**src/shared/wrp_pkg.sv**
```systemverilog
// wrp_pkg: constants for the wake-up, reset and power control block
package wrp_pkg;
	// apb register byte offsets
	localparam logic [7:0] WRP_OFS_DIR   = 8'h00; // pin_direction_register
	localparam logic [7:0] WRP_OFS_PULL  = 8'h04; // pin_pull_register
	localparam logic [7:0] WRP_OFS_AUX   = 8'h08; // pin_data_aux_register
	localparam logic [7:0] WRP_OFS_PCTL  = 8'h0c; // power_control_register
	localparam logic [7:0] WRP_OFS_XCTL  = 8'h10; // extended_power_control_register
	localparam logic [7:0] WRP_OFS_CLK   = 8'h14; // clock control register
	localparam logic [7:0] WRP_OFS_STAT  = 8'h18; // state and wake cause register

	// field positions
	localparam int WRP_NPIN          = 6;
	localparam int WRP_DIR_WAKE_B    = 6;  // pin_wake_enable_b
	localparam int WRP_DIR_WAKE_A    = 7;  // pin_wake_enable_a
	localparam int WRP_AUX_SEL_LO    = 6;  // wake pin select [7:6]
	localparam int WRP_PC_DOWN       = 0;  // enter_powerdown_bit
	localparam int WRP_PC_THERM      = 1;  // thermal_shutdown_enable
	localparam int WRP_PC_LFWAKE     = 2;  // lf receiver wake enable
	localparam int WRP_PC_IDLE       = 3;  // cpu idle request
	localparam int WRP_EP_SWRST      = 0;  // software reset
	localparam int WRP_EP_TOK        = 1;  // temperature_ok_flag
	localparam int WRP_EP_MODE_LO    = 2;  // latched chip mode [3:2]
	localparam int WRP_CLK_DIV_LO    = 2;  // system_clock_divider [4:2]
	localparam int WRP_STAT_CAUSE_LO = 3;  // wake cause [7:3]

	// reset values
	localparam logic [7:0] WRP_DIR_RST  = 8'h00;
	localparam logic [5:0] WRP_PULL_RST = 6'h3f;
	localparam logic [4:0] WRP_CLK_RST  = 5'h01; // 39 kHz source, no division

	// system clock sources
	localparam logic [1:0] WRP_SRC_LP   = 2'h0;
	localparam logic [1:0] WRP_SRC_MID  = 2'h1;
	localparam logic [1:0] WRP_SRC_HF   = 2'h2;
	localparam logic [1:0] WRP_SRC_XO   = 2'h3;

	// power domain indices
	localparam int WRP_PWR_W    = 7;
	localparam int WRP_PD_CPU   = 0;
	localparam int WRP_PD_PERI  = 1;
	localparam int WRP_PD_MEM   = 2;
	localparam int WRP_PD_XO    = 3;
	localparam int WRP_PD_HFRC  = 4;
	localparam int WRP_PD_RF    = 5;
	localparam int WRP_PD_LF    = 6;

	// wake cause bits
	localparam int WRP_WC_PIN   = 0;
	localparam int WRP_WC_CAR   = 1;
	localparam int WRP_WC_PAT   = 2;
	localparam int WRP_WC_TMR   = 3;
	localparam int WRP_WC_THERM = 4;

	// timing
	localparam int WRP_CLK_HZ     = 10000000;
	localparam int WRP_LP_HZ      = 1000;
	localparam int WRP_LP_DIV     = WRP_CLK_HZ / WRP_LP_HZ;
	localparam int WRP_T_INI_US   = 1000;
	localparam int WRP_INI_CYC    = WRP_T_INI_US * (WRP_CLK_HZ / 1000000);
	localparam int WRP_T_SRST_NS  = 1600;
	localparam int WRP_SRST_CYC   = (WRP_T_SRST_NS * (WRP_CLK_HZ / 1000000) + 999) / 1000;
	localparam int WRP_T_BOOT_NS  = 3200;
	localparam int WRP_BOOT_CYC   = (WRP_T_BOOT_NS * (WRP_CLK_HZ / 1000000) + 999) / 1000;

	// device states
	typedef enum logic [2:0] {
		WRP_ST_RUN,
		WRP_ST_IDLE,
		WRP_ST_PDOWN,
		WRP_ST_TSHUT,
		WRP_ST_WAKE
	} wrp_state_e;
endpackage

```
**src/wrp_ctrl.sv**
```systemverilog
// wrp_ctrl: wake-up, reset, power state and clock control with apb registers
//
// Summary of operation
// - wake enables at direction register bits 6/7
// - two-bit select plus enables pick pins
// - pin wake only on low level
// - low supply holds system reset until release
// - latch mode straps after init interval
// - software reset bit triggers reset and boot
// - software reset keeps latched chip mode
// - over-temperature detector only when enabled
// - temperature ok high while below hot trip
// - thermal shutdown left only below release temperature
// - lf receiver gives carrier and pattern events
// - power only the blocks the state needs
// - cpu idle gates only the cpu clock
// - low and mid rc never enabled together
// - source select picks any oscillator
// - divider applies to fast rc or crystal
// - mid rc clocks controller, low rc in powerdown
// - wake logic on low-rate tick powers controller
// - power reset clears everything including mode
//
// Chosen here: the address map and register access over APB.
`timescale 1ns/1ns
module wrp_ctrl
	import wrp_pkg::*;
#(
	parameter int LP_DIV  = WRP_LP_DIV,
	parameter int INI_CYC = WRP_INI_CYC
) (
	input  wire logic                 clk_i,
	input  wire logic                 nrst_i,
	// apb slave
	input  wire logic                 psel_i,
	input  wire logic                 penable_i,
	input  wire logic                 pwrite_i,
	input  wire logic [7:0]           paddr_i,
	input  wire logic [31:0]          pwdata_i,
	output logic      [31:0]          prdata_o,
	output logic                      pready_o,
	output logic                      pslverr_o,
	// pins and detectors
	input  wire logic [WRP_NPIN-1:0]  gpio_i,
	input  wire logic                 supply_ok_i,
	input  wire logic                 temp_below_trip_i,
	input  wire logic                 temp_below_release_i,
	input  wire logic                 lf_carrier_i,
	input  wire logic                 lf_pattern_i,
	input  wire logic                 timer_wake_i,
	input  wire logic                 periph_irq_i,
	// reset, power and clock control
	output logic                      sys_rst_n_o,
	output logic                      core_rst_n_o,
	output logic [WRP_PWR_W-1:0]      pwr_en_o,
	output logic                      cpu_clk_en_o,
	output logic                      hot_det_en_o,
	output logic                      lprc_en_o,
	output logic                      midrc_en_o,
	output logic [1:0]                sysclk_sel_o,
	output logic [2:0]                sysclk_div_o,
	output logic [1:0]                chip_mode_o
);
	localparam int NSYNC = WRP_NPIN + 7;

	// wake pin mask from enables and select
	function automatic logic [WRP_NPIN-1:0] wake_mask(input logic en_a, input logic en_b,
	                                                  input logic [1:0] sel);
		logic [WRP_NPIN-1:0] m;
		m = '0;
		if (en_a && en_b)
			m = '1;
		else if (en_a)
			m[sel] = 1'b1;
		else if (en_b)
			m[3'(sel) + 3'd2] = 1'b1;
		return m;
	endfunction

	// blocks powered in each state
	function automatic logic [WRP_PWR_W-1:0] pwr_map(input wrp_state_e st, input logic lf_en);
		logic [WRP_PWR_W-1:0] p;
		p = '0;
		case (st)
			WRP_ST_RUN, WRP_ST_IDLE, WRP_ST_WAKE: p = '1;
			WRP_ST_PDOWN: p[WRP_PD_LF] = lf_en;
			default: p = '0;
		endcase
		return p;
	endfunction

	logic                rst_n;
	logic [NSYNC-1:0]    sync_in;
	logic [NSYNC-1:0]    sync_out;
	logic [WRP_NPIN-1:0] pin_s;
	logic                sup_s;
	logic                tok_s;
	logic                trel_s;
	logic                car_s;
	logic                pat_s;
	logic                tmr_s;
	logic                irq_s;

	logic [7:0]          dir_q;
	logic [5:0]          pull_q;
	logic [1:0]          wsel_q;
	logic [3:0]          pctl_q;
	logic                swrst_q;
	logic [4:0]          clk_q;
	logic [4:0]          cause_q;
	logic [1:0]          mode_q;
	logic                por_q;
	logic [13:0]         ini_cnt_q;
	logic                ini_done_q;
	logic [4:0]          srst_cnt_q;
	logic [13:0]         lp_cnt_q;
	logic                lp_tick;
	logic [5:0]          boot_cnt_q;
	wrp_state_e          state_q;
	wrp_state_e          state_d;
	logic [31:0]         prdata_q;
	logic [31:0]         rdata;
	logic                hit;
	logic                wr;
	logic                setup;
	logic [WRP_NPIN-1:0] pin_wake;
	logic [4:0]          ev;
	logic                wake_ev;
	logic                down_req;

	// reset release through two flops
	wrp_sync2 #(.W(1)) u_rst_sync (
		.clk_i  (clk_i),
		.nrst_i (nrst_i),
		.d_i    (1'b1),
		.q_o    (rst_n)
	);

	// all asynchronous pins and detector levels pass two flops
	assign sync_in = {periph_irq_i, timer_wake_i, lf_pattern_i, lf_carrier_i,
	                  temp_below_release_i, temp_below_trip_i, supply_ok_i, gpio_i};
	wrp_sync2 #(.W(NSYNC)) u_in_sync (
		.clk_i  (clk_i),
		.nrst_i (rst_n),
		.d_i    (sync_in),
		.q_o    (sync_out)
	);
	assign pin_s  = sync_out[WRP_NPIN-1:0];
	assign sup_s  = sync_out[WRP_NPIN];
	assign tok_s  = sync_out[WRP_NPIN+1];
	assign trel_s = sync_out[WRP_NPIN+2];
	assign car_s  = sync_out[WRP_NPIN+3];
	assign pat_s  = sync_out[WRP_NPIN+4];
	assign tmr_s  = sync_out[WRP_NPIN+5];
	assign irq_s  = sync_out[WRP_NPIN+6];

	// apb decode: zero wait states, read data captured in the setup cycle
	assign setup = psel_i && !penable_i;
	assign wr    = psel_i && penable_i && pwrite_i && hit;
	always_comb begin
		hit   = 1'b1;
		rdata = '0;
		case (paddr_i)
			WRP_OFS_DIR:   rdata[7:0] = dir_q;
			WRP_OFS_PULL:  rdata[5:0] = pull_q;
			WRP_OFS_AUX:   rdata[WRP_AUX_SEL_LO +: 2] = wsel_q;
			WRP_OFS_PCTL:  rdata[3:0] = pctl_q;
			WRP_OFS_XCTL:  begin
				rdata[WRP_EP_SWRST] = swrst_q;
				rdata[WRP_EP_TOK] = pctl_q[WRP_PC_THERM] ? tok_s : 1'b1;
				rdata[WRP_EP_MODE_LO +: 2] = mode_q;
			end
			WRP_OFS_CLK:   rdata[4:0] = clk_q;
			WRP_OFS_STAT:  begin
				rdata[2:0] = state_q;
				rdata[WRP_STAT_CAUSE_LO +: 5] = cause_q;
			end
			default:       hit = 1'b0;
		endcase
	end

	assign pready_o  = 1'b1;
	assign pslverr_o = psel_i && penable_i && !hit;
	assign prdata_o  = prdata_q;

	// read data flop
	always_ff @(posedge clk_i or negedge rst_n) begin
		if (!rst_n)
			prdata_q <= '0;
		else if (setup)
			prdata_q <= rdata;
	end

	// power-on tracking: low supply holds reset and clears the mode latch
	always_ff @(posedge clk_i or negedge rst_n) begin
		if (!rst_n) begin
			por_q      <= 1'b0;
			ini_cnt_q  <= '0;
			ini_done_q <= 1'b0;
			mode_q     <= '0;
		end else if (!sup_s) begin
			por_q      <= 1'b0;
			ini_cnt_q  <= '0;
			ini_done_q <= 1'b0;
			mode_q     <= '0;
		end else begin
			por_q <= 1'b1;
			if (!ini_done_q) begin
				if (ini_cnt_q == 14'(INI_CYC - 1)) begin
					ini_done_q <= 1'b1;
					mode_q     <= pin_s[1:0];
				end else
					ini_cnt_q <= ini_cnt_q + 14'd1;
			end
		end
	end
	assign sys_rst_n_o = por_q && ini_done_q;
	assign chip_mode_o = mode_q;

	// software reset pulse; mode latch is untouched here
	always_ff @(posedge clk_i or negedge rst_n) begin
		if (!rst_n) begin
			swrst_q    <= 1'b0;
			srst_cnt_q <= '0;
		end else if (!sys_rst_n_o) begin
			swrst_q    <= 1'b0;
			srst_cnt_q <= '0;
		end else if (wr && paddr_i == WRP_OFS_XCTL && pwdata_i[WRP_EP_SWRST]) begin
			swrst_q    <= 1'b1;
			srst_cnt_q <= 5'(WRP_SRST_CYC);
		end else begin
			swrst_q <= 1'b0;
			if (srst_cnt_q != '0)
				srst_cnt_q <= srst_cnt_q - 5'd1;
		end
	end
	assign core_rst_n_o = sys_rst_n_o && !swrst_q && srst_cnt_q == '0;

	// pin and clock configuration registers
	always_ff @(posedge clk_i or negedge rst_n) begin
		if (!rst_n) begin
			dir_q  <= WRP_DIR_RST;
			pull_q <= WRP_PULL_RST;
			wsel_q <= '0;
			clk_q  <= WRP_CLK_RST;
		end else if (!core_rst_n_o) begin
			dir_q  <= WRP_DIR_RST;
			pull_q <= WRP_PULL_RST;
			wsel_q <= '0;
			clk_q  <= WRP_CLK_RST;
		end else if (wr) begin
			case (paddr_i)
				WRP_OFS_DIR:  dir_q  <= pwdata_i[7:0];
				WRP_OFS_PULL: pull_q <= pwdata_i[5:0];
				WRP_OFS_AUX:  wsel_q <= pwdata_i[WRP_AUX_SEL_LO +: 2];
				WRP_OFS_CLK:  clk_q  <= pwdata_i[4:0];
				default: ;
			endcase
		end
	end

	// power control; powerdown and idle requests clear on the edge that leaves the run state
	always_ff @(posedge clk_i or negedge rst_n) begin
		if (!rst_n)
			pctl_q <= '0;
		else if (!core_rst_n_o)
			pctl_q <= '0;
		else if (wr && paddr_i == WRP_OFS_PCTL)
			pctl_q <= pwdata_i[3:0];
		else if (state_q == WRP_ST_RUN && (pctl_q[WRP_PC_DOWN] || pctl_q[WRP_PC_IDLE])) begin
			pctl_q[WRP_PC_DOWN] <= 1'b0;
			pctl_q[WRP_PC_IDLE] <= 1'b0;
		end
	end
	assign down_req = pctl_q[WRP_PC_DOWN];

	// low-rate tick: wake sources are sampled at 1 kHz to save power
	always_ff @(posedge clk_i or negedge rst_n) begin
		if (!rst_n)
			lp_cnt_q <= '0;
		else if (lp_cnt_q == 14'(LP_DIV - 1))
			lp_cnt_q <= '0;
		else
			lp_cnt_q <= lp_cnt_q + 14'd1;
	end
	assign lp_tick = lp_cnt_q == 14'(LP_DIV - 1);

	// wake events; pins count only as input with pull bit clear, low level
	assign pin_wake = wake_mask(dir_q[WRP_DIR_WAKE_A], dir_q[WRP_DIR_WAKE_B], wsel_q)
	                  & dir_q[5:0] & ~pull_q & ~pin_s;
	always_comb begin
		ev               = '0;
		ev[WRP_WC_PIN]   = |pin_wake;
		ev[WRP_WC_CAR]   = car_s && pctl_q[WRP_PC_LFWAKE];
		ev[WRP_WC_PAT]   = pat_s && pctl_q[WRP_PC_LFWAKE];
		ev[WRP_WC_TMR]   = tmr_s;
		ev[WRP_WC_THERM] = state_q == WRP_ST_TSHUT && trel_s;
	end
	assign wake_ev = lp_tick && ((state_q == WRP_ST_PDOWN && |ev[3:0]) || ev[WRP_WC_THERM]);

	// device state machine
	always_comb begin
		state_d = state_q;
		case (state_q)
			WRP_ST_RUN: begin
				if (down_req)
					state_d = (pctl_q[WRP_PC_THERM] && !tok_s) ? WRP_ST_TSHUT : WRP_ST_PDOWN;
				else if (pctl_q[WRP_PC_IDLE])
					state_d = WRP_ST_IDLE;
			end
			WRP_ST_IDLE:  if (irq_s) state_d = WRP_ST_RUN;
			WRP_ST_PDOWN: if (wake_ev) state_d = WRP_ST_WAKE;
			WRP_ST_TSHUT: if (wake_ev) state_d = WRP_ST_WAKE;
			WRP_ST_WAKE:  if (boot_cnt_q == '0) state_d = WRP_ST_RUN;
			default:      state_d = WRP_ST_WAKE;
		endcase
	end

	// state register; a core reset restarts the boot sequence
	always_ff @(posedge clk_i or negedge rst_n) begin
		if (!rst_n)
			state_q <= WRP_ST_WAKE;
		else if (!core_rst_n_o)
			state_q <= WRP_ST_WAKE;
		else
			state_q <= state_d;
	end

	// boot interval counter, reloaded on every entry to wake
	always_ff @(posedge clk_i or negedge rst_n) begin
		if (!rst_n)
			boot_cnt_q <= 6'(WRP_BOOT_CYC);
		else if (!core_rst_n_o || state_q != WRP_ST_WAKE)
			boot_cnt_q <= 6'(WRP_BOOT_CYC);
		else if (boot_cnt_q != '0)
			boot_cnt_q <= boot_cnt_q - 6'd1;
	end

	// sticky wake cause, write one to clear; a new event wins over the clear
	always_ff @(posedge clk_i or negedge rst_n) begin
		if (!rst_n)
			cause_q <= '0;
		else if (!sys_rst_n_o)
			cause_q <= '0;
		else begin
			for (int i = 0; i < 5; i++) begin
				if (wake_ev && ev[i])
					cause_q[i] <= 1'b1;
				else if (wr && paddr_i == WRP_OFS_STAT && pwdata_i[WRP_STAT_CAUSE_LO + i])
					cause_q[i] <= 1'b0;
			end
		end
	end

	// power gating per state; detector and cpu clock follow the state
	always_ff @(posedge clk_i or negedge rst_n) begin
		if (!rst_n) begin
			pwr_en_o     <= '0;
			cpu_clk_en_o <= 1'b0;
			hot_det_en_o <= 1'b0;
		end else begin
			pwr_en_o     <= pwr_map(state_q, pctl_q[WRP_PC_LFWAKE]);
			cpu_clk_en_o <= state_q == WRP_ST_RUN;
			hot_det_en_o <= pctl_q[WRP_PC_THERM] && (state_q == WRP_ST_RUN ||
			                state_q == WRP_ST_IDLE || state_q == WRP_ST_TSHUT);
		end
	end

	// oscillators: one of low or mid rc only, never both
	always_ff @(posedge clk_i or negedge rst_n) begin
		if (!rst_n) begin
			lprc_en_o    <= 1'b0;
			midrc_en_o   <= 1'b1;
			sysclk_sel_o <= WRP_SRC_MID;
			sysclk_div_o <= '0;
		end else begin
			// mid rc serves controller and lf digital outside powerdown and thermal shutdown
			midrc_en_o <= !(state_q == WRP_ST_PDOWN || state_q == WRP_ST_TSHUT);
			lprc_en_o  <= state_q == WRP_ST_PDOWN || state_q == WRP_ST_TSHUT;
			sysclk_sel_o <= clk_q[1:0];
			// division only meaningful for the fast rc or crystal
			sysclk_div_o <= (clk_q[1:0] == WRP_SRC_HF || clk_q[1:0] == WRP_SRC_XO) ?
			                clk_q[WRP_CLK_DIV_LO +: 3] : 3'h0;
		end
	end
endmodule

```
**src/wrp_sync2.sv**
```systemverilog
// wrp_sync2: two-flop level synchroniser, one lane per bit
`timescale 1ns/1ns
module wrp_sync2 #(
	parameter int W = 1
) (
	input  wire logic         clk_i,
	input  wire logic         nrst_i,
	input  wire logic [W-1:0] d_i,
	output logic      [W-1:0] q_o
);
	logic [W-1:0] meta_q;
	logic [W-1:0] sync_q;

	// first stage is read by the second stage only
	genvar g;
	generate
		for (g = 0; g < W; g++) begin : g_lane
			always_ff @(posedge clk_i or negedge nrst_i) begin
				if (!nrst_i) begin
					meta_q[g] <= 1'b0;
					sync_q[g] <= 1'b0;
				end else begin
					meta_q[g] <= d_i[g];
					sync_q[g] <= meta_q[g];
				end
			end
		end
	endgenerate

	assign q_o = sync_q;
endmodule

```
**config.mk**
```make
export PLATFORM = sky130hd
export DESIGN_NAME = wrp_ctrl
export DESIGN_NICKNAME = d
export VERILOG_FILES = /design/src/shared/wrp_pkg.sv /design/src/wrp_ctrl.sv /design/src/wrp_sync2.sv
export SDC_FILE = /design/constraint.sdc
export NUM_CORES = 1
export LEC_CHECK = 0
export ABC_AREA = 1
export BUFFER_PORTS_ARGS = -buffer_cell sky130_fd_sc_hd__buf_2
export CORE_ASPECT_RATIO = 1.75
export CORE_MARGIN = 4
export CORE_UTILIZATION = 50
export DETAILED_ROUTE_END_ITERATION = 10
export PLACE_DENSITY = 0.83
export SETUP_SLACK_MARGIN = 0.2
export SLEW_MARGIN = 20
export SYNTH_ARGS = -nofsm -noshare
export SYNTH_HDL_FRONTEND = slang
export SYNTH_SLANG_ARGS = --single-unit
```
**constraint.sdc**
```tcl
create_clock -name clk_i -period 3.94 [get_ports clk_i]
set_input_delay 0.197 -clock clk_i [delete_from_list [all_inputs] [get_ports clk_i]]
set_output_delay 0.197 -clock clk_i [all_outputs]
set_load 0.02 [all_outputs]
```
# Yosys cells after proc, flatten, opt, wreduce, memory -nomap -nowiden
# Index checks and enable logic that the tools add are counted.
op_classes:
  n_addsub: 5
  mul: 0
  div: 0
  magnitude_cmp: 4
  eq_ne: 35
  shift: 0
  mux: 70
  bitwise: 5
  reduce_logical: 65
ops:
  columns: ["cell", "count"]
  rows:
  - ["$mux W14", 4]
  - ["$mux W6", 9]
  - ["$mux W5", 7]
  - ["$logic_and A1 B1 Y1", 33]
  - ["$add A14 B1 Y14 const B", 2]
  - ["$eq A14 B14 Y1 const B", 2]
  - ["$eq A8 B5 Y1 const B", 3]
  - ["$mux W1", 24]
  - ["$mux W8", 3]
  - ["$pmux W4 S6", 1]
  - ["$mux W3", 7]
  - ["$ne A3 B1 Y1 const B", 7]
  - ["$and A6 B6 Y6", 3]
  - ["$eq A8 B4 Y1 const B", 2]
  - ["$mux W2", 7]
  - ["$ne A2 B1 Y1 const B", 6]
  - ["$not A6 Y6", 2]
  - ["$pmux W3 S4", 1]
  - ["$reduce_and A2 Y1", 6]
  - ["$reduce_or A9 Y1", 1]
  - ["$eq A8 B3 Y1 const B", 1]
  - ["$logic_not A8 Y1", 1]
  - ["$logic_or A1 B1 Y1", 7]
  - ["$reduce_or A7 Y1", 1]
  - ["other kinds (33)", 44]
word_totals:
  ff_bits: 129
  latch_bits: 0
  mem_bits_rw: 0
  mem_bits_ro: 0
  inputBits: 58
  out_inout_bits: 54
  n_memories: 0

# Logic depth before layout (Yosys ltp)
# Gate-level depths: netlist of run 1.
logic_depth:
  word_depth: 18
  mapped_depth: 14
  ltp_nobuf: 14

# Cells and area by module
# Synthesis of run 1 repeated with hierarchy kept, for this count alone.
unflattened:
  hier_cells: 658
  hier_area_um2: 5786.8
modules_own_cells:
  columns: ["mod", "n_inst", "cells_per_inst", "area_per_inst_um2", "seq_area_each_um2"]
  rows:
  - ["wrp_ctrl", 1, 630, 5086.1, 2416.1]
  - ["wrp_sync2 at u_in_sync", 1, 26, 650.6, 650.6]
  - ["wrp_sync2 at u_rst_sync", 1, 2, 50.0, 50.0]

# Least setup slack after synthesis of run 1
# Ideal clock, no wire load.
synth_timing:
  path_type: "register -> register"
  start: "register srst_cnt_q[0]"
  end: "register state_q[0]"
  setup_time_ns: 0.117
  arrival_ns: 1.465
  required_time_ns: 3.823
  setup_slack_ns: 2.359
  path_stages_with_launch: 12
  n_path_buf: 0
  path_cell_list: "dfrtp_1 inv_1 ha_1 nand2_2 nor2_4 nand3_4 nor3_4 nand2_2 o41ai_2 inv_4 nand3_1 nand2_1"
synth_via:
  elab_chain_len: 4
  elab_cells_between_ends: 8
  cone_classes: "eq/ne: 4; mux: 1; reduce/logical: 3"
synth_rtl:
  columns: ["item", "line_no", "text"]
  rows:
  - ["start: declaration", "wrp_ctrl.sv:115", "logic [4:0] srst_cnt_q;"]
  - ["start signal: assignment", "wrp_ctrl.sv:230", "srst_cnt_q <= 5'(WRP_SRST_CYC);"]
  - ["start signal: assignment", "wrp_ctrl.sv:234", "srst_cnt_q <= srst_cnt_q - 5'd1;"]
  - ["$logic_not A5 Y1 *", "wrp_ctrl.sv:237", "assign core_rst_n_o = sys_rst_n_o && !swrst_q && srst_cnt_q == '0;"]
  - ["$logic_and A1 B1 Y1 *", "wrp_ctrl.sv:237", null]
  - ["$ne A4 B4 Y1 (no source line), or another cell as far along", null, null]
  - ["$reduce_and A4 Y1 (no source line)", null, null]
  - ["end signal: assignment", "wrp_ctrl.sv:326", "state_q <= state_d;"]
  - ["end: declaration", "wrp_ctrl.sv:119", "wrp_state_e state_q;"]
# Mark *: on every way between the ends. The rest lies on a longest branch, timed or not.
# A chain may end at the register's enable or synchronous reset.

# Worst setup path in the final report of run 1
layout_timing:
  start: "register srst_cnt_q[0]"
  end: "output port core_rst_n_o"
layout_via:
  elab_chain_len: 2
layout_rtl:
  columns: ["item", "line_no", "text"]
  rows:
  - ["$logic_not A5 Y1", "wrp_ctrl.sv:237", null]
  - ["$logic_and A1 B1 Y1", "wrp_ctrl.sv:237", null]
  - ["end: declaration", "wrp_ctrl.sv:54", "output logic core_rst_n_o,"]
# No other way between the ends.

==> results.sh, run 1 <==
export IMPL_post_place_cells=834
export IMPL_tns_ps=0
export IMPL_gp_congestion=0.939
export IMPL_status="finished clean"
export IMPL_synth_main_ff_cell="dfrtp_1"
export IMPL_synth_distinct_cells=48
export IMPL_synthArstFlopShare_pct=100
export IMPL_critPathLaunchType="flop"
export IMPL_cts_resized=0
export IMPL_slew_viol_final=0
export IMPL_cts_made_buffers=17
export IMPL_root_buffer="clkbuf_16"
export IMPL_num_rows=51
export IMPL_clk_pin_slew_ps=60
export IMPL_rsz0062_at_grt="false"
export IMPL_die_area_mm2=0.0134
export IMPL_die_w_um=89.4
export IMPL_critPathMaxFanout=27
export IMPL_synth_edff_count=0
export IMPL_initial_core_util_pct=51.6
export IMPL_ios=112
export IMPL_hold_viol=0
export IMPL_fin_skew_ps=7.84
export IMPL_grt_usage_pct=21.0
export IMPL_yosysWarnings=0
export IMPL_core_mm2=0.0112
export IMPL_p_per_area_mw_per_mm2=442
export IMPL_nets=799
export IMPL_period_share_pct=65.0
export IMPL_synth_cells=651
export IMPL_cts_buffer_depth=2
export IMPL_syn_cell_area_mm2=0.00580
export IMPL_final_antenna_net_count=0
export IMPL_numClockSinks=124
export IMPL_die_h_um=150
export IMPL_ir_drop_mv=0.392
export IMPL_synthToLayoutAreaGrowth_pct=18.8
export IMPL_hold_path_cell_count=3
export IMPL_slew_headroom_pct=46.3
export IMPL_layout_drive_gt1_share_pct=18.8
export IMPL_htreeDepth=4
export IMPL_wirelength_um=13100
export IMPL_ys_ff_latch=124
export IMPL_crit_type="flop to output pin"
export IMPL_dp_hpwl_um=9230
export IMPL_grt_max_degree=79
export IMPL_cts_tree="yes"
export IMPL_stdcell_count=881
export IMPL_globalRouteOverflowTotal=0
export IMPL_worst_pin_slew_ps=800
export IMPL_p_leak_nw=3.37
export IMPL_post_drt_wl_per_cell_um=14.9
export IMPL_grt_pass1_wl_um=21500
export IMPL_cp_data_arrival_time_ps=2360
export IMPL_maxCapViolCount=0
export IMPL_insertion_delay_ps=410
export IMPL_setup_violations=0
export IMPL_reg2regPathDepth=10
export IMPL_io_buffer_count=62
export IMPL_drc_errors=0
export IMPL_worstSetupEndpointType="output pin"
export IMPL_finalWorstPathRequiredPeriod_ps=2560
export IMPL_viasPerCell=5.30
export IMPL_antenna_found_initial=0
export IMPL_vias=4671
export IMPL_clock_fmax_ghz=0.391
export IMPL_crit_required_ps=3740
export IMPL_postSynthAreaPerCell_um2=8.90
export IMPL_hold_path_class="input port to flop"
export IMPL_insertedDiodeCount=0
export IMPL_first_pass_iters=8
export IMPL_drtIter0Drc=317
export IMPL_first_global_vias=4817
export IMPL_synth_seq_area_share_pct=53.8
-- layout make-up --
| cell class | count | area (µm²) |
|---|---|---|
| Sequential cell | 124 | 3120 |
| Clock buffer | 19 | 453 |
| Fill cell | 917 | 4350 |
| Inverter | 94 | 355 |
| Multi-Input combinational cell | 420 | 2130 |
| Tap cell | 132 | 165 |
| Timing Repair Buffer | 79 | 493 |
| Clock inverter | 13 | 165 |
-- placed cells by master (no fill, tap or decap), types with 20 or more instances in the layout --
master / count
nor3_1: 20
o21ai_0: 30
dfrtp_1: 112
nor2_1: 52
nand2_1: 132
inv_1: 87
conb_1: 26
nand3_1: 37
a21oi_1: 21
buf_2: 62
-- report_power, final --
| part | internal (W) | leakage, nW | switching [W] |
|---|---|---|---|
| Clock | 0.00103 | 0.292 | 0.000570 |
| Combinational | 0.0000404 | 1.48 | 0.0000842 |
| Sequential | 0.00130 | 1.59 | 0.0000187 |
| Total | 0.00237 | 3.37 | 0.000672 |
-- registers in the layout (all words and copies together) (netlist names), 6 cells and up --
signal,count
boot_cnt_q,6
dir_q,8
ini_cnt_q,14
lp_cnt_q,14
prdata_o,8
pull_q,6
u_in_sync.meta_q,13
u_in_sync.q_o,13
-- synth_stat cells, drive strengths merged, types with 2 or more instances --
cell type | count | area (µm²)
o31ai | 6 | 50.1
a21oi | 21 | 105
nand4 | 10 | 68.8
nor2 | 60 | 250
nand2 | 143 | 564
o22ai | 13 | 81.3
a221oi | 9 | 78.8
conb | 2 | 7.51
dfrtp | 113 | 2830
clkinv | 2 | 7.51
buf | 36 | 277
inv | 92 | 348
ha | 5 | 62.6
nor3 | 22 | 126
o21ai | 41 | 205
nand3 | 38 | 203
dfstp | 11 | 289
xnor2 | 2 | 17.5
xor2 | 9 | 78.8
-- per-stage QoR --
step	worst slack (ps)	power (W)	utilization, %	instance area (µm²)	hold WS, ps
3_5_place_dp	1740	0.00145	54.3	6100	-15.4
3_3_place_gp	1760	0.00145	54.3	6100	-16.0
6_report	1380	0.00304	61.3	6890	19.1
2_1_floorplan	249	0.00142	-	5890	-98.6
4_1_cts	1420	0.00305	61.1	6860	5.96
5_1_grt	1240	0.00313	61.3	6890	16.5
-- worst max-delay path: stages, from the launching register on --
cell	delay [ps]
dfrtp_1	370
inv_1	50
ha_1	210
nand2_2	100
nor2_4	50
nand3_4	100
clkinv_1	650
buf_2	410
-- worst paths after layout --
check | start | slack (ps) | endpoint
worst min register to register | u_rst_sync.q_o | 220 | u_in_sync.q_o[9]
worst min-delay path | pwdata_i[2] | 20 | pull_q[2]
worst max register to register | srst_cnt_q[0] | 1660 | pctl_q[0]
max in group asynchronous | u_rst_sync.q_o | 2760 | pull_q[2]
worst max-delay path | srst_cnt_q[0] | 1380 | core_rst_n_o
min in group asynchronous | nrst_i | 100 | u_rst_sync.q_o
-- repair_timing --
item / 4_1_cts / 5_1_grt
setup buffers: 0 / 0
endpoints found under the setup margin: 0 / 0
endpoints found under the hold margin: 15 / 0
hold buffers: 14 / 0
-- routing by layer --
| metal | global-route usage, % | share of wire, % | vias up | wire (µm) |
|---|---|---|---|---|
| met3 | 5.04 | 5.8 | 48 | 755 |
| met1 | 21.5 | 35 | 2193 | 4570 |
| met4 | 13.3 | 4.8 | 0 | 631 |
| met2 | 37.0 | 55 | 185 | 7140 |
| li1 | - | - | 2245 | - |
| met5 | 0 | 0 | - | 0 |
-- kinds of logic after synthesis --
kind of cell | share of synthesized area (%)
flops | 53.8
other cells | 0.130
compound gates | 11.0
buf+inv | 11.0
simple gates | 21.2
mux | 0.173
xor+xnor | 1.66
fa+ha+maj | 1.08
Power figures use the tool's default switching activity.
==> run 2, diff against run 1 <==
--- a/config.mk
+++ b/config.mk
@@ -5,7 +5,7 @@
 export SDC_FILE = /design/constraint.sdc
 export NUM_CORES = 1
 export LEC_CHECK = 0
-export ABC_AREA = 1
+export ABC_AREA = 0
 export BUFFER_PORTS_ARGS = -buffer_cell sky130_fd_sc_hd__buf_2
 export CORE_ASPECT_RATIO = 1.75
 export CORE_MARGIN = 4
==> constraint.sdc (replaced) <==
create_clock -name clk_i -period 2.2 [get_ports clk_i]
set_input_delay 0.11 -clock clk_i [delete_from_list [all_inputs] [get_ports clk_i]]
set_output_delay 0.11 -clock clk_i [all_outputs]
set_load 0.02 [all_outputs]
==> run 2 against run 1 <==
First-iteration DRC count rose by 30%. Worst hold slack barely moved. Die area fell by 1.4%. Critical endpoint is now ini_cnt_q[13]. Largest cell class unchanged. Sequential share of layout area fell by 0.56 points. Highest routed layer unchanged.
==> results.sh, run 2 <==
export IMPL_ys_ff_latch=124
export IMPL_clock_fmax_ghz=0.509
export IMPL_die_w_um=88.8
export IMPL_vias=4559
export IMPL_synth_distinct_cells=59
export IMPL_synth_top_cells_by_count="dfrtp_1, nand2_1, nor2_1, nand3_1, a21oi_1"
export IMPL_hold_viol=0
export IMPL_die_area_mm2=0.0133
export IMPL_synthArstFlopShare_pct=100
export IMPL_cp_data_arrival_time_ps=2300
export IMPL_io_buffer_count=62
export IMPL_p_per_area_mw_per_mm2=750
export IMPL_r2r_start="ini_cnt_q[1]"
export IMPL_drtIter0Drc=411
export IMPL_hold_path_cell_count=3
export IMPL_finalPower_w=0.00523
export IMPL_setup_ws_ps=234
export IMPL_layout_commonest_cell="dfrtp_1"
export IMPL_core_mm2=0.0112
export IMPL_utilization_pct=62.5
export IMPL_synth_top_area_share_pct=49.5
export IMPL_dp_hpwl_um=9430
export IMPL_grt_max_degree=51
export IMPL_setup_violations=0
export IMPL_first_pass_iters=5
export IMPL_drc_errors=0
export IMPL_top_regs="ini_cnt_q (14), lp_cnt_q (14)"
export IMPL_p_leak_nw=3.14
export IMPL_period_share_pct=89.4
export IMPL_rrSetupSlack_ps=230
export IMPL_first_global_vias=4612
export IMPL_die_h_um=149
export IMPL_layout_common_cells="dfrtp_1, buf_2, nand2_1"
export IMPL_ys_top_cells_by_area="dfrtp_1, dfstp_2, buf_4"
export IMPL_cts_buffer_depth=2
export IMPL_globalRouteOverflowTotal=0
export IMPL_synth_edff_count=0
export IMPL_synth_main_ff_cell="dfrtp_1"
export IMPL_layout_drive_gt1_share_pct=22.4
export IMPL_root_buffer="clkbuf_16"
export IMPL_initial_core_util_pct=51.1
export IMPL_yosys_area_top_type="dfrtp_1"
export IMPL_fin_skew_ps=8.46
export IMPL_rsz0062_at_grt="true"
export IMPL_ir_drop_mv=0.693
export IMPL_numClockSinks=124
export IMPL_antenna_found_initial=0
export IMPL_clk_pin_slew_ps=60
export IMPL_critical_path_endpoint="ini_cnt_q[13]"
export IMPL_postSynthAreaPerCell_um2=10.4
export IMPL_reg2regPathDepth=6
export IMPL_synth_seq_area_share_pct=54.6
export IMPL_r2r_end="ini_cnt_q[13]"
export IMPL_maxCapViolCount=0
export IMPL_insertedDiodeCount=0
export IMPL_post_drt_wl_per_cell_um=17.2
export IMPL_place_ws_ps=171
export IMPL_slew_viol_final=0
export IMPL_worstSetupEndpointType="flop"
export IMPL_syn_cell_area_mm2=0.00571
export IMPL_insertion_delay_ps=410
export IMPL_status="finished clean"
export IMPL_synth_most_common_cell="dfrtp_1"
export IMPL_nets=711
export IMPL_grt_usage_pct=21.8
export IMPL_wirelength_um=13600
export IMPL_worst_pin_slew_ps=534
export IMPL_synth_cells=550
export IMPL_htreeDepth=4
export IMPL_yosysWarnings=0
export IMPL_critPathLaunchType="flop"
export IMPL_critPathMaxFanout=7
export IMPL_hold_path_class="input port to flop"
export IMPL_finalWorstPathRequiredPeriod_ps=1970
export IMPL_synthToLayoutAreaGrowth_pct=22.2
export IMPL_gp_congestion=0.932
export IMPL_slew_headroom_pct=64.4
export IMPL_crit_type="flop to flop"
export IMPL_num_rows=51
export IMPL_cts_tree="yes"
export IMPL_final_antenna_net_count=0
export IMPL_ios=112
export IMPL_crit_start="ini_cnt_q[1]"
export IMPL_crit_required_ps=2530
export IMPL_cts_made_buffers=17
export IMPL_tns_ps=0
export IMPL_viasPerCell=5.76
export IMPL_grt_pass1_wl_um=22200
-- run 2: worst min path at each step --
stage                      startpoint           endpoint
after global placement         nrst_i  u_rst_sync.meta_q
after floorplan                nrst_i  u_rst_sync.meta_q
final                     pwdata_i[0]          pull_q[0]
after global routing      pwdata_i[3]          pull_q[3]
after CTS                 pwdata_i[0]          pull_q[0]
after detailed placement       nrst_i  u_rst_sync.meta_q
-- run 2: per-layer routing --
| layer | routed length [µm] | GRT usage, % | vias up |
|---|---|---|---|
| li1 | - | - | 2073 |
| met1 | 4760 | 23.6 | 2208 |
| met2 | 7260 | 37.4 | 230 |
| met3 | 938 | 6.19 | 48 |
| met4 | 637 | 11.9 | 0 |
| met5 | 0 | 0 | - |
-- run 2: area by class of cell --
| class | instances | area, µm² |
|---|---|---|
| fillers | 847 | 4190 |
| flip-flops and latches | 124 | 3120 |
| multi-input cells | 383 | 2330 |
| repair buffers | 106 | 732 |
| clock buffers | 24 | 472 |
| well taps | 132 | 165 |
| clock inverters | 7 | 90.1 |
| inverters | 16 | 62.6 |
-- run 2: logic make-up (layout without fill, tap and decap cells) --
logic type                 count (synthesis)  in the layout  synth area share (%)
and+or+nand+nor                          220            220                  20.3
muxes                                     18             18                  3.51
adders and majority gates                  5              5                  1.10
buffers and inverters                     67            153                  6.86
DFF                                      124            124                  54.6
other                                      2             26                 0.132
xor gates and xnor gates                  24             24                  3.68
AOI/OAI and AO/OA                         90             90                  9.84
-- run 2: per-stage QoR --
step | cell area (µm²) | cells | hold WS, ps
6_report | 6970 | 792 | 18.9
3_5_place_dp | 6070 | 730 | -103
5_1_grt | 6970 | 792 | 27.6
4_1_cts | 6900 | 787 | 6.04
3_3_place_gp | 6070 | 730 | -105
2_1_floorplan | 5800 | 574 | -186
-- run 2: power by group --
group          switching [W]  internal, W  total (W)
sequential         0.0000263      0.00232    0.00234
combinational       0.000159    0.0000828   0.000242
clock               0.000934      0.00171    0.00265
-- run 2: worst max-delay path, stage by stage, from the launching register on --
cell and delay, ps:
dfrtp_1 400, ha_1 210, and3_1 230, nand4_1 230, a21oi_4 120, or4_1 530
a21oi_2 160
-- run 2: repair_timing --
action                                 CTS  global route
hold buffers                            21             0
setup endpoints to repair                4             7
pin swaps                                2             4
endpoints found under the hold margin   26             0
gates resized for setup                  8             7
setup buffers                            5             5
